`config.mk`:
```
export PLATFORM = sky130hd
export DESIGN_NAME = csm_top
export DESIGN_NICKNAME = d
export VERILOG_FILES = /design/src/verilog/csm_pkg.sv /design/src/verilog/csm_pix_if.sv /design/src/verilog/csm_dither.sv /design/src/verilog/csm_top.sv
export SDC_FILE = /design/constraint.sdc
export NUM_CORES = 1
export LEC_CHECK = 0
export BUFFER_PORTS_ARGS = -buffer_cell sky130_fd_sc_hd__buf_2
export CORE_MARGIN = 10
export CORE_UTILIZATION = 35
export DETAILED_ROUTE_END_ITERATION = 10
export PLACE_DENSITY = 0.61
export SLEW_MARGIN = 20
export SYNTH_ARGS = -nofsm -noshare
export SYNTH_HDL_FRONTEND = slang
export SYNTH_SLANG_ARGS = --single-unit
```
`constraint.sdc`:
```
create_clock -name i_clk -period 3.1 [get_ports i_clk]
set_clock_uncertainty 0.2 [all_clocks]
set_input_delay 0.465 -clock i_clk [delete_from_list [all_inputs] [get_ports i_clk]]
set_output_delay 0.465 -clock i_clk [all_outputs]
set_load 0.005 [all_outputs]
```
`src/verilog/csm_pkg.sv`:
```
// Constants, register map and timing counts for the composite sync mode control block.
// Assumes a single 10 MHz clock and a plain strobed register port with 8-bit addresses.
// What this block does
// (RULE1) Dither bit written only with its enable.
// (RULE2) Dither enable dithers 24-bit RGB to 15-bit.
// (RULE3) Sync mode bits written only when bit 4 set.
// (RULE4) Composite select picks csync, else vsync.
// (RULE5) Bit 4 only qualifies, selects nothing.
// (RULE6) Interlace, disc-interactive, fifty-hertz shape csync.
package csm_pkg;

  // Register addresses on the plain port.
  localparam logic [7:0] CSM_ADDR_MODE_CTRL = 8'h0B;
  localparam logic [7:0] CSM_ADDR_STATUS = 8'h0C;

  // Field positions in the mode control word.
  localparam int CSM_BIT_FIFTY = 0;
  localparam int CSM_BIT_DISC = 1;
  localparam int CSM_BIT_CSEL = 2;
  localparam int CSM_BIT_ILACE = 3;
  localparam int CSM_BIT_MODE_WE = 4;
  localparam int CSM_BIT_DITHER = 5;
  localparam int CSM_BIT_DITHER_WE = 6;

  // Field positions in the status word.
  localparam int CSM_ST_FIELD = 4;
  localparam int CSM_ST_IN_VS = 5;
  localparam int CSM_ST_SYNC = 6;

  // Reset values: interlace on, all other modes off.
  localparam logic [3:0] CSM_RST_SYNC_MODE = 4'h8;
  localparam logic CSM_RST_DITHER = 1'b0;

  // Clock period in nanoseconds.
  localparam int CSM_CLK_NS = 100;

  // Line periods in nanoseconds; longest times round down.
  localparam int CSM_LINE50_NS = 64000;
  localparam int CSM_LINE60_NS = 63556;
  localparam logic [9:0] CSM_LINE50_CYC = 10'(CSM_LINE50_NS / CSM_CLK_NS);
  localparam logic [9:0] CSM_LINE60_CYC = 10'(CSM_LINE60_NS / CSM_CLK_NS);

  // Line sync widths in nanoseconds; least times round up.
  localparam int CSM_HS_NS = 4700;
  localparam int CSM_HS_DISC_NS = 5000;
  localparam logic [9:0] CSM_HS_CYC = 10'((CSM_HS_NS + CSM_CLK_NS - 1) / CSM_CLK_NS);
  localparam logic [9:0] CSM_HS_DISC_CYC =
    10'((CSM_HS_DISC_NS + CSM_CLK_NS - 1) / CSM_CLK_NS);

  // Lines per field without the interlace extra line.
  localparam logic [8:0] CSM_FIELD50_LINES = 9'h138;
  localparam logic [8:0] CSM_FIELD60_LINES = 9'h106;

  // Number of lines of vertical sync in each field.
  localparam logic [8:0] CSM_VS_LINES = 9'h003;

  // Ordered dither offsets for a 2x2 pattern, added before 8 to 5 bit truncation.
  localparam logic [2:0] CSM_DITH_00 = 3'h0;
  localparam logic [2:0] CSM_DITH_01 = 3'h4;
  localparam logic [2:0] CSM_DITH_10 = 3'h6;
  localparam logic [2:0] CSM_DITH_11 = 3'h2;

endpackage

```
`src/verilog/csm_pix_if.sv`:
```
// Pixel path bundle between the control core and the dither stage.
// Assumes both ends run on the same clock and clock enable.
`timescale 1ns/100ps
interface csm_pix_if;
  logic ce; // Shared clock enable.
  logic dither_en; // Dither mode from the control register.
  logic x0; // Pixel column parity.
  logic y0; // Line parity.
  logic in_valid; // Input pixel is present.
  logic [23:0] in_rgb; // 8:8:8 input pixel.
  logic out_valid; // Output pixel is present.
  logic [14:0] out_rgb; // 5:5:5 output pixel.

  // The core drives mode and pixels in; the dither stage answers.
  modport core (output ce, output dither_en, output x0, output y0, output in_valid,
                output in_rgb, input out_valid, input out_rgb);
  modport dith (input ce, input dither_en, input x0, input y0, input in_valid,
                input in_rgb, output out_valid, output out_rgb);
endinterface

```
`src/verilog/csm_dither.sv`:
```
// Dither stage: reduces 24-bit RGB to 15-bit RGB, with or without ordered dither.
// Assumes mode and pixel parity arrive on the bundle in step with the pixel.
`timescale 1ns/100ps
module csm_dither
  import csm_pkg::*;
(
  input wire logic i_clk,
  input wire logic i_rst,
  csm_pix_if.dith pix
);

  // Offset chosen from the 2x2 position of the pixel.
  logic [2:0] offs;
  // Next output word.
  logic [14:0] nxt_rgb;
  // Registered output word and its valid.
  logic [14:0] rgb_ff;
  logic valid_ff;

  // Pick the pattern entry; zero when dithering is off.
  always_comb begin
    case ({pix.y0, pix.x0})
      2'b00: offs = CSM_DITH_00;
      2'b01: offs = CSM_DITH_01;
      2'b10: offs = CSM_DITH_10;
      default: offs = CSM_DITH_11;
    endcase
    // (RULE2) Dither only when enabled.
    if (!pix.dither_en) begin
      offs = 3'h0;
    end
  end

  // One channel per loop pass; the sum saturates so white never wraps to black.
  genvar ch;
  generate
    for (ch = 0; ch < 3; ch++) begin : g_chan
      logic [8:0] sum;
      always_comb begin
        sum = {1'b0, pix.in_rgb[ch*8 +: 8]} + {6'h00, offs};
        // (RULE2) Saturate then truncate.
        if (sum[8]) begin
          nxt_rgb[ch*5 +: 5] = 5'h1F;
        end else begin
          nxt_rgb[ch*5 +: 5] = sum[7:3];
        end
      end
    end
  endgenerate

  // Output register; the pixel always takes one cycle through the stage.
  always_ff @(posedge i_clk or posedge i_rst) begin
    if (i_rst) begin
      rgb_ff <= 15'h0000;
      valid_ff <= 1'b0;
    end else if (pix.ce) begin
      rgb_ff <= nxt_rgb;
      valid_ff <= pix.in_valid;
    end
  end

  assign pix.out_rgb = rgb_ff;
  assign pix.out_valid = valid_ff;

endmodule

```
`src/verilog/csm_top.sv`:
```
// Composite sync mode control: register, sync generator and pixel reduction path.
// Assumes synchronous inputs, one 10 MHz clock and a strobed register master.
//
// The plain strobed port and the register offsets are this design's own decisions.
`timescale 1ns/100ps
module csm_top
  import csm_pkg::*;
(
  input wire logic i_clk,
  input wire logic i_rst,
  input wire logic i_ce,
  input wire logic [7:0] i_addr,
  input wire logic [15:0] i_wr_data,
  input wire logic i_wr,
  input wire logic i_rd,
  output logic [15:0] o_rd_data,
  input wire logic i_pix_valid,
  input wire logic [23:0] i_pix_rgb,
  output logic o_pix_valid,
  output logic [14:0] o_pix_rgb,
  output logic o_sync_n
);

  // Mode bits: fifty-hertz, disc-interactive, composite select, interlace.
  logic fifty_hz_line_standard_mode_ff;
  logic disc_interactive_sync_mode_ff;
  logic composite_select_ff;
  logic interlace_select_ff;
  // Dither enable bit.
  logic dither_enable_ff;

  // Read data register, valid only in the cycle after a read strobe.
  logic [15:0] rd_data_ff;
  logic [15:0] nxt_rd_data;

  // Horizontal position within the line, in clock cycles.
  logic [9:0] h_cnt_ff;
  logic [9:0] nxt_h_cnt;
  // Line number within the current field.
  logic [8:0] line_ff;
  logic [8:0] nxt_line;
  // Field parity; toggles at the end of every field.
  logic field_ff;
  logic nxt_field;
  // Registered sync pin, active low.
  logic sync_n_ff;
  logic nxt_sync_n;

  // Geometry that depends on the current mode.
  logic [9:0] line_cyc;
  logic [9:0] half_cyc;
  logic [9:0] hs_cyc;
  logic [8:0] field_lines;
  // Decoded sync shapes.
  logic in_vs;
  logic broad_low;
  logic hs_low;
  logic csync_low;

  // Write strobe hitting the mode control word.
  logic wr_mode;
  assign wr_mode = i_ce && i_wr && (i_addr == CSM_ADDR_MODE_CTRL);

  // Pixel bundle toward the dither stage.
  csm_pix_if pix ();

  // Sync mode bits. The qualifier bit is sampled here and never stored, so it
  // cannot steer sync; a write without it leaves all four bits untouched.
  always_ff @(posedge i_clk or posedge i_rst) begin
    if (i_rst) begin
      fifty_hz_line_standard_mode_ff <= CSM_RST_SYNC_MODE[CSM_BIT_FIFTY];
      disc_interactive_sync_mode_ff <= CSM_RST_SYNC_MODE[CSM_BIT_DISC];
      composite_select_ff <= CSM_RST_SYNC_MODE[CSM_BIT_CSEL];
      interlace_select_ff <= CSM_RST_SYNC_MODE[CSM_BIT_ILACE];
    // (RULE3) Qualified mode write.
    // (RULE5) Qualifier gates only, never stored.
    end else if (wr_mode && i_wr_data[CSM_BIT_MODE_WE]) begin
      fifty_hz_line_standard_mode_ff <= i_wr_data[CSM_BIT_FIFTY];
      disc_interactive_sync_mode_ff <= i_wr_data[CSM_BIT_DISC];
      composite_select_ff <= i_wr_data[CSM_BIT_CSEL];
      interlace_select_ff <= i_wr_data[CSM_BIT_ILACE];
    end
  end

  // Dither enable, qualified separately so either group can change alone.
  always_ff @(posedge i_clk or posedge i_rst) begin
    if (i_rst) begin
      dither_enable_ff <= CSM_RST_DITHER;
    // (RULE1) Qualified dither write.
    end else if (wr_mode && i_wr_data[CSM_BIT_DITHER_WE]) begin
      dither_enable_ff <= i_wr_data[CSM_BIT_DITHER];
    end
  end

  // Read decode. The control word is write-only and reads as zero; the status
  // word shows the stored modes, field parity and sync pin; dither enable overrides the vertical window flag in bit 5.
  always_comb begin
    nxt_rd_data = 16'h0000;
    if (i_rd && i_addr == CSM_ADDR_STATUS) begin
      nxt_rd_data[CSM_BIT_FIFTY] = fifty_hz_line_standard_mode_ff;
      nxt_rd_data[CSM_BIT_DISC] = disc_interactive_sync_mode_ff;
      nxt_rd_data[CSM_BIT_CSEL] = composite_select_ff;
      nxt_rd_data[CSM_BIT_ILACE] = interlace_select_ff;
      nxt_rd_data[CSM_ST_FIELD] = field_ff;
      nxt_rd_data[CSM_ST_IN_VS] = in_vs;
      nxt_rd_data[CSM_ST_SYNC] = sync_n_ff;
      nxt_rd_data[CSM_BIT_DITHER] = dither_enable_ff;
    end
  end

  // Read data register; it returns to zero when no read was made.
  always_ff @(posedge i_clk or posedge i_rst) begin
    if (i_rst) begin
      rd_data_ff <= 16'h0000;
    end else if (i_ce) begin
      rd_data_ff <= nxt_rd_data;
    end
  end

  // Mode-dependent geometry.
  always_comb begin
    // (RULE6) Line standard selects line length and field size.
    if (fifty_hz_line_standard_mode_ff) begin
      line_cyc = CSM_LINE50_CYC;
      field_lines = CSM_FIELD50_LINES;
    end else begin
      line_cyc = CSM_LINE60_CYC;
      field_lines = CSM_FIELD60_LINES;
    end
    // (RULE6) Interlace adds one line to even fields.
    if (interlace_select_ff && !field_ff) begin
      field_lines = field_lines + 9'h001;
    end
    // (RULE6) Disc-interactive timing widens line sync.
    if (disc_interactive_sync_mode_ff) begin
      hs_cyc = CSM_HS_DISC_CYC;
    end else begin
      hs_cyc = CSM_HS_CYC;
    end
    half_cyc = {1'b0, line_cyc[9:1]};
  end

  // Raster counters. A mode change applies at once to the line in progress; a counter
  // that was already beyond a shorter line simply wraps at once.
  always_comb begin
    nxt_h_cnt = h_cnt_ff + 10'h001;
    nxt_line = line_ff;
    nxt_field = field_ff;
    if (nxt_h_cnt >= line_cyc) begin
      nxt_h_cnt = 10'h000;
      nxt_line = line_ff + 9'h001;
      if (nxt_line >= field_lines) begin
        nxt_line = 9'h000;
        nxt_field = ~field_ff;
      end
    end
  end

  // Counter registers.
  always_ff @(posedge i_clk or posedge i_rst) begin
    if (i_rst) begin
      h_cnt_ff <= 10'h000;
      line_ff <= 9'h000;
      field_ff <= 1'b0;
    end else if (i_ce) begin
      h_cnt_ff <= nxt_h_cnt;
      line_ff <= nxt_line;
      field_ff <= nxt_field;
    end
  end

  // Vertical sync window. On odd interlaced fields it starts and ends half a
  // line late, which is what offsets the two fields on the display.
  always_comb begin
    // (RULE6) Half-line offset when interlaced.
    if (interlace_select_ff && field_ff) begin
      in_vs = (line_ff == 9'h000 && h_cnt_ff >= half_cyc) ||
              (line_ff != 9'h000 && line_ff < CSM_VS_LINES) ||
              (line_ff == CSM_VS_LINES && h_cnt_ff < half_cyc);
    end else begin
      in_vs = line_ff < CSM_VS_LINES;
    end
  end

  // Composite shapes: broad pulses twice a line inside the vertical window,
  // a short line pulse outside it.
  always_comb begin
    broad_low = (h_cnt_ff < half_cyc - hs_cyc) ||
                (h_cnt_ff >= half_cyc && h_cnt_ff < line_cyc - hs_cyc);
    hs_low = h_cnt_ff < hs_cyc;
    if (in_vs) begin
      csync_low = broad_low;
    end else begin
      csync_low = hs_low;
    end
  end

  // Sync pin selection.
  always_comb begin
    // (RULE4) Composite or vertical sync.
    if (composite_select_ff) begin
      nxt_sync_n = ~csync_low;
    end else begin
      nxt_sync_n = ~in_vs;
    end
  end

  // Sync pin register, idle high from reset.
  always_ff @(posedge i_clk or posedge i_rst) begin
    if (i_rst) begin
      sync_n_ff <= 1'b1;
    end else if (i_ce) begin
      sync_n_ff <= nxt_sync_n;
    end
  end

  // Pixel path into the dither stage; parity follows the raster counters.
  assign pix.ce = i_ce;
  // (RULE2) Dither mode drives the reduction.
  assign pix.dither_en = dither_enable_ff;
  assign pix.x0 = h_cnt_ff[0];
  assign pix.y0 = line_ff[0];
  assign pix.in_valid = i_pix_valid;
  assign pix.in_rgb = i_pix_rgb;

  // Dither stage; its output register feeds the pixel pins directly.
  csm_dither u_dither (
    .i_clk(i_clk),
    .i_rst(i_rst),
    .pix(pix)
  );

  // Outputs, each straight from a register.
  assign o_rd_data = rd_data_ff;
  assign o_pix_valid = pix.out_valid;
  assign o_pix_rgb = pix.out_rgb;
  assign o_sync_n = sync_n_ff;

endmodule

```
==> results of run 1 <==
==> flip-flops by register name (all words and copies together), names as in the netlist <==
name                            count
h_cnt_ff                           10
line_ff                             9
field_ff                            1
disc_interactive_sync_mode_ff       1
interlace_select_ff                 1
o_rd_data                           7
composite_select_ff                 1
u_dither.pix.out_valid              1
o_sync_n                            1
dither_enable_ff                    1
u_dither.pix.out_rgb               15
fifty_hz_line_standard_mode_ff      1
==> area by class of cell <==
type / instances / area, um^2 / share of cell area
Clock inverter: 1 / 30.0 / 0.00680
Timing Repair Buffer: 88 / 500 / 0.113
Multi-Input combinational cell: 319 / 2320 / 0.526
Clock buffer: 7 / 86.3 / 0.0195
Sequential cell: 49 / 1230 / 0.278
Tap cell: 136 / 170 / 0.0385
Inverter: 21 / 78.8 / 0.0178
==> power by group <==
| group | switching (W) | total (W) | leakage [nW] | internal (W) |
|---|---|---|---|---|
| registers | 0.000106 | 0.000830 | 0.609 | 0.000725 |
| logic | 0.000421 | 0.000790 | 1.46 | 0.000369 |
| clock network | 0.000225 | 0.000488 | 0.0585 | 0.000263 |
==> stage by stage <==
step / instances / utilization / hold WS, ns
detailed placement: 612 / 0.415 / 0.277
CTS: 621 / 0.427 / 0.172
floorplan: 409 / - / 0.275
global placement: 612 / 0.415 / 0.263
global route: 621 / 0.428 / 0.171
finish: 621 / 0.428 / 0.178
==> logic make-up after synthesis <==
| group | share of synthesized area |
|---|---|
| simple gates | 0.167 |
| flops | 0.332 |
| other cells | 0.00101 |
| buf+inv | 0.0514 |
| xor+xnor | 0.0331 |
| mux | 0.0382 |
| fa+ha+maj | 0.162 |
| compound gates | 0.216 |
==> cells in the final DEF, fill, tap and decap left out, types with 6 or more instances in the layout <==
cell / Yosys / layout
nor2_1: 21 / 21
inv_1: 21 / 20
buf_2: 2 / 65
o21ai_0: 26 / 26
a21oi_1: 17 / 17
nand3_1: 17 / 17
nand2_1: 35 / 35
conb_1: 1 / 10
nand4_1: 10 / 10
buf_4: 9 / 22
mux2_2: 9 / 9
dfrtp_1: 47 / 47
o211ai_1: 11 / 11
a22o_1: 11 / 11
ha_1: 48 / 47
xnor2_1: 10 / 10
clkbuf_8: 0 / 6
==> Yosys cell counts (3+ instances only) <==
master	n	area, um^2
o211ai_1	11	82.6
o2bb2ai_1	3	26.3
a211oi_1	3	22.5
xnor2_1	10	87.6
o21a_1	5	37.5
nand2b_1	5	31.3
nand2_1	35	131
xor2_1	4	35.0
clkbuf_1	9	33.8
a21oi_1	17	85.1
nor2_1	21	78.8
a21o_1	5	37.5
o22ai_1	3	18.8
and3_1	5	31.3
inv_1	21	78.8
a22o_1	11	96.3
nor2b_1	5	31.3
nand4_1	10	62.6
nand3_1	17	85.1
dfrtp_1	47	1180
o21ai_0	26	130
nor3_1	3	15.0
mux2i_1	4	40.0
or4_1	3	22.5
buf_4	9	67.6
o221ai_1	3	26.3
mux2_2	9	101
ha_1	48	601
nor4_1	5	31.3
==> metal layers <==
metal / GRT usage / wire [um]
met5: 0 / 0
met4: 0.0560 / 238
met3: 0.0363 / 504
met2: 0.198 / 4210
met1: 0.155 / 4310
==> what timing repair did <==
item,CTS,global route
hold buffers,1,0
endpoints found under the hold margin,22,0
buffers inserted,0,0
endpoints found under the setup margin,0,6
resized for setup,0,2
==> final timing paths <==
check                                                         start  slack, ns                             endpoint  depth (start not counted)
worst max-delay path                        h_cnt_ff[1]$_DFFE_PP0P_       0.21                 field_ff$_DFFE_PP0P_                         12
worst min-delay path                                   i_wr_data[5]       0.18         dither_enable_ff$_DFFE_PP0P_                          2
worst max register to register              h_cnt_ff[1]$_DFFE_PP0P_       0.21                 field_ff$_DFFE_PP0P_                         12
worst min register to register  u_dither.pix.out_rgb[7]$_DFFE_PP0P_       0.29  u_dither.pix.out_rgb[7]$_DFFE_PP0P_                          1
max in group asynchronous                                     i_rst       1.44              h_cnt_ff[4]$_DFFE_PP0P_                          4
min in group asynchronous                                     i_rst       0.53      composite_select_ff$_DFFE_PP0P_                          3
==> results.txt, run 1 <==
Fin. Hold Viols = 0
TritonCTS Buffers = 5
WL final = 9.27 mm
Worst path max stage delay = 0.41 ns
#FFs+latches synth = 49
Setup crit end kind = register
Dpl cell area = 4290 um^2
Post-synthesis instance area = 3700 um^2
Power Density = 477 nW/um^2
Max-cap violations = 0
# rows = 37
Tot Pwr = 0.00211 W
Core Area = 10,300 um^2
CTS tree = done
Starting density of the core = 0.359
Area delta synth->final = 19.3%
Pre-CTS setup slack = 0.181 ns
Worst slew pin tran = 0.638 ns
Post-synth EDFFs = 0
Startpoint types = register
Clock Sinks = 49
Residual DRC = 0
Clock latency on the worst-skew pair = 0.31 ns
CP max FO = 7
Fmax = 0.346 GHz
Post-route setup slack = 0.209 ns
Initial DRC Count = 190
P_leak = 2.13 nW
Final setup vio count = 0
Layout cells sized above 1 = 0.237
Seq/Total Area, Yosys = 0.332
WL per Instance = 14.9 um
First-pass GRT wire length = 15.6 mm
DRT Pass-1 Iters = 4
Vias/cell = 5.36
Cells after Synth = 400
CP delay by family, top = simple AND/OR/NAND/NOR gates
Initial antenna violation count = 0
Status = complete, no violations
Mean post-synth cell area = 9.26 um^2
Hpwl dp = 7.31 mm
Distinct cells, synth = 60
Routed Antenna Nets = 0
Critical path buffers and inverters = 2
Congestion Overflow GR = 0
Ports = 87
Critical Path AT = 2.93 ns
Crit path max-delay cell type = a311o_1
Count of warnings emitted by yosys = 0
Period utilisation layout = 0.933
Slew margin rel. = 0.571
GPL Wtd Cong = 0.852
Via Count = 3,327
Final TNS setup = 0 ns
Die Span Y = 123 um
Largest net degree at the start of global routing = 26
Critical path, cell by cell = ha_1 > nand3_1 > buf_4 > xnor2_1 > ha_1 > nand4_1 > nor2_1 > o22ai_1 > a311o_1 > buf_4 > nor3_1 > xor2_1
Req. time, crit path = 3.14 ns
CP Class = register to register
Slew Viols, Final = 0
Final net count = 586
Vias in the first global route = 3,284
H-tree lvl count = 2
Root buf cell = clkbuf_8
Clock transition at path regs = 0.09 ns
Min Tclk post-route = 2.89 ns
Layout fillers = 1,023
IO buf count = 65
Total Routing Usage GR = 0.125
Inserted Diodes = 0
Clock Path Buffers = 2
Cell area after layout = 4420 um^2
Top FF cell, synth = dfrtp_1
Hold Path Class = primary input to register
Die width = 123 um
Post-synthesis async set-or-reset flop share = 1.00
Die Area = 15,100 um^2
Max VDD drop = 0.216 mV
No activity file was read; power rests on OpenSTA's default activity.
==> run 2: changes to the inputs <==
--- a/config.mk
+++ b/config.mk
@@ -13,4 +13,5 @@
 export SLEW_MARGIN = 20
 export SYNTH_ARGS = -nofsm -noshare
 export SYNTH_HDL_FRONTEND = slang
+export SYNTH_HIERARCHICAL = 1
 export SYNTH_SLANG_ARGS = --single-unit
==> run 2 against run 1 <==
Final cell count is 8.2% higher. Hold slack got worse by 0.12 ns. Via count grew 9.5%. Sequential share of layout area decreased by 1.9 points.
==> results.txt, run 2 <==
Status = complete, no violations (unchanged)
Crit path to = line_ff[0]$_DFFE_PP0P_ (was field_ff$_DFFE_PP0P_)
CP Class = register to register (unchanged)
Slew margin rel. = 0.569 (was 0.571)
Clock transition at path regs = 0.07 ns (was 0.09 ns)
Clock latency on the worst-skew pair = 0.29 ns (was 0.31 ns)
Setup crit end kind = register (unchanged)
Initial antenna violation count = 0 (unchanged)
Max-cap violations = 0 (unchanged)
Number of flip-flops in the largest register = 15 (unchanged)
Ports = 87 (unchanged)
Post-synthesis async set-or-reset flop share = 1.00 (unchanged)
Total Routing Usage GR = 0.132 (was 0.125)
Layout cells sized above 1 = 0.261 (was 0.237)
Vias/cell = 5.42 (was 5.36)
IO buf count = 65 (unchanged)
Pre-CTS setup slack = -0.0175 ns (was 0.181 ns)
H-tree lvl count = 2 (unchanged)
Distinct cells, synth = 71 (was 60)
P_leak = 2.23 nW (was 2.13 nW)
Critical Path AT = 2.99 ns (was 2.93 ns)
Post-synth EDFFs = 0 (unchanged)
Post-synthesis instance area = 3940 um^2 (was 3700 um^2)
Routed Antenna Nets = 0 (unchanged)
Startpoint types = register (unchanged)
Largest net degree at the start of global routing = 34 (was 26)
Core Area = 10,900 um^2 (was 10,300 um^2)
Count of warnings emitted by yosys = 6 (was 0)
Area delta synth->final = 20.5% (was 19.3%)
Yosys top cell area share = 0.299 (was 0.318)
Clock Path Buffers = 2 (unchanged)
Die width = 126 um (was 123 um)
# rows = 38 (was 37)
Top FF cell, synth = dfrtp_1 (unchanged)
Power Density = 512 nW/um^2 (was 477 nW/um^2)
Tot Pwr = 0.00243 W (was 0.00211 W)
Period utilisation layout = 0.955 (was 0.933)
Crit. Startpoint = line_ff[0]$_DFFE_PP0P_ (was h_cnt_ff[1]$_DFFE_PP0P_)
Dpl cell area = 4540 um^2 (was 4290 um^2)
Min Tclk post-route = 2.96 ns (was 2.89 ns)
TritonCTS Buffers = 5 (unchanged)
WL per Instance = 16.1 um (was 14.9 um)
WL final = 10.8 mm (was 9.27 mm)
Hpwl dp = 8.30 mm (was 7.31 mm)
First-pass GRT wire length = 18.0 mm (was 15.6 mm)
Commonest non-fill, non-tap cells in the layout = 65 x buf_2, 46 x nand2_1, 46 x dfrtp_1 (was 65 x buf_2, 47 x ha_1, 47 x dfrtp_1)
R2R Path End = line_ff[0]$_DFFE_PP0P_ (was field_ff$_DFFE_PP0P_)
Fmax = 0.338 GHz (was 0.346 GHz)
Vias in the first global route = 3,594 (was 3,284)
Clock Sinks = 49 (unchanged)
Seq/Total Area, Yosys = 0.312 (was 0.332)
Starting density of the core = 0.360 (was 0.359)
Most common cell in the netlist = dfrtp_1 (was ha_1)
Final net count = 630 (was 586)
CP max FO = 7 (unchanged)
Worst slew pin tran = 0.645 ns (was 0.638 ns)
Req. time, crit path = 3.14 ns (about the same)
Commonest non-fill, non-tap cell in the layout = buf_2 (unchanged)
Die Span Y = 126 um (was 123 um)
Post-route setup slack = 0.141 ns (was 0.209 ns)
Largest cells by area after synthesis = dfrtp_1 30%, ha_1 14%, nand2_1 4.4%, o21ai_0 3.9%, inv_1 3.2% (was dfrtp_1 32%, ha_1 16%, nand2_1 3.5%, o21ai_0 3.5%, mux2_2 2.7%)
Residual DRC = 0 (unchanged)
Die Area = 15,900 um^2 (was 15,100 um^2)
R2R cell count = 10 (was 12)
RSZ-0062 raised after global routing = true
Mean post-synth cell area = 8.81 um^2 (was 9.26 um^2)
Initial DRC Count = 305 (was 190)
Max VDD drop = 0.271 mV (was 0.216 mV)
Hold Path Class = primary input to async pin (was primary input to register)
Fin. Hold Viols = 0 (unchanged)
Root buf cell = clkbuf_16 (was clkbuf_8)
# hold bufs at CTS = 0 (was 1)
Hold Slack = 0.0607 ns (was 0.178 ns)
Final setup vio count = 0 (unchanged)
DRT Pass-1 Iters = 4 (unchanged)
Cell area after layout = 4740 um^2 (was 4420 um^2)
Final Util = 0.434 (was 0.428)
Worst reg2reg startpoint = line_ff[0]$_DFFE_PP0P_ (was h_cnt_ff[1]$_DFFE_PP0P_)
Slew Viols, Final = 0 (unchanged)
Inserted Diodes = 0 (unchanged)
Most common library cells after synthesis = 47 x dfrtp_1, 46 x nand2_1, 45 x ha_1 (was 48 x ha_1, 47 x dfrtp_1, 35 x nand2_1)
Via Count = 3,642 (was 3,327)
#FFs+latches synth = 49 (unchanged)
GPL Wtd Cong = 0.886 (was 0.852)
Cells after Synth = 447 (was 400)
Congestion Overflow GR = 0 (unchanged)
Post-synth top area cell = dfrtp_1 (unchanged)
R2r setup slk = 0.14 ns (was 0.21 ns)
CTS tree = done (unchanged)
-- run 2: changes by cell type after synthesis, moves of 4 or more --
cell / previous run / this run
and2_1: 0 / 4
a31oi_1: 2 / 9
o31ai_1: 2 / 7
a21oi_1: 17 / 21
mux2i_1: 4 / 0
o211ai_1: 11 / 5
inv_1: 21 / 34
buf_2: 2 / 9
nand2_1: 35 / 46
a22o_1: 11 / 3
o21ai_0: 26 / 31
-- run 2: logic make-up (layout without fill, tap and decap cells) --
logic type      count (synthesis)  count (layout)  share of synthesized area
flops                          49              49                      0.312
compound gates                123             123                      0.220
buf+inv                        63             139                     0.0759
simple gates                  142             142                      0.189
xor+xnor                       14              14                     0.0311
fa+ha+maj                      48              48                      0.151
other cells                     1              10                   0.000952
mux                             7               7                     0.0200
-- run 2: worst max-delay path, stage by stage, from the launching register on --
cell       delay, ns
dfrtp_1         0.37
buf_6           0.14
inv_1           0.06
ha_1            0.32
ha_1            0.28
a211o_1         0.29
a2111oi_4       0.40
a21oi_1         0.09
or3_4           0.45
nor2_4          0.13
mux2_2          0.16
-- run 2: repair_timing --
item                                    CTS  global route
endpoints found under the setup margin    6            15
setup buffers                             0             0
pin swaps                                 0             4
resized for setup                         3             8
-- run 2: per-layer routing --
metal / GRT usage / vias to the layer above / wire [um]
met5: 0 / - / 0
met4: 0.0348 / 0 / 53
met3: 0.0285 / 4 / 626
met2: 0.218 / 103 / 5170
met1: 0.172 / 1742 / 4950
li1: - / 1793 / -
-- run 2: final cells by class --
type | instances | area [um^2]
clock buffer | 6 | 129
multi-input combinational | 344 | 2500
inverter | 34 | 128
clock inverter | 2 | 15.0
fill | 1094 | 6190
sequential | 49 | 1230
timing repair buffer | 97 | 569
tap | 140 | 175
-- run 2: how the worst min path moves through the flow --
stage	from	to	slack, ns	cells past startpoint
after detailed placement	u_dither/pix.out_rgb[10]$_DFFE_PP0P_	u_dither/pix.out_rgb[10]$_DFFE_PP0P_	0.27	2
final	i_rst	u_dither/pix.out_rgb[8]$_DFFE_PP0P_	0.06	2
after global placement	u_dither/pix.out_rgb[11]$_DFFE_PP0P_	u_dither/pix.out_rgb[11]$_DFFE_PP0P_	0.27	2
after global routing	i_rst	u_dither/pix.out_rgb[9]$_DFFE_PP0P_	0.11	2
after CTS	i_rst	u_dither/pix.out_rgb[7]$_DFFE_PP0P_	0.08	2
after floorplan	i_rst	u_dither/pix.out_rgb[0]$_DFFE_PP0P_	0.18	1
-- run 2: stage by stage --
stage,setup TNS (ns),cells
final,0,672
after global routing,-0.0148,672
after CTS,0,672
after detailed placement,-0.0314,664
after global placement,-0.00423,664
after floorplan,0,456
-- run 2: report_power, final --
part	leakage, nW	switching [W]	internal [W]
registers	0.616	0.0000707	0.000714
logic	1.55	0.000593	0.000493
clock network	0.0631	0.000258	0.000300
total	2.23	0.000921	0.00151
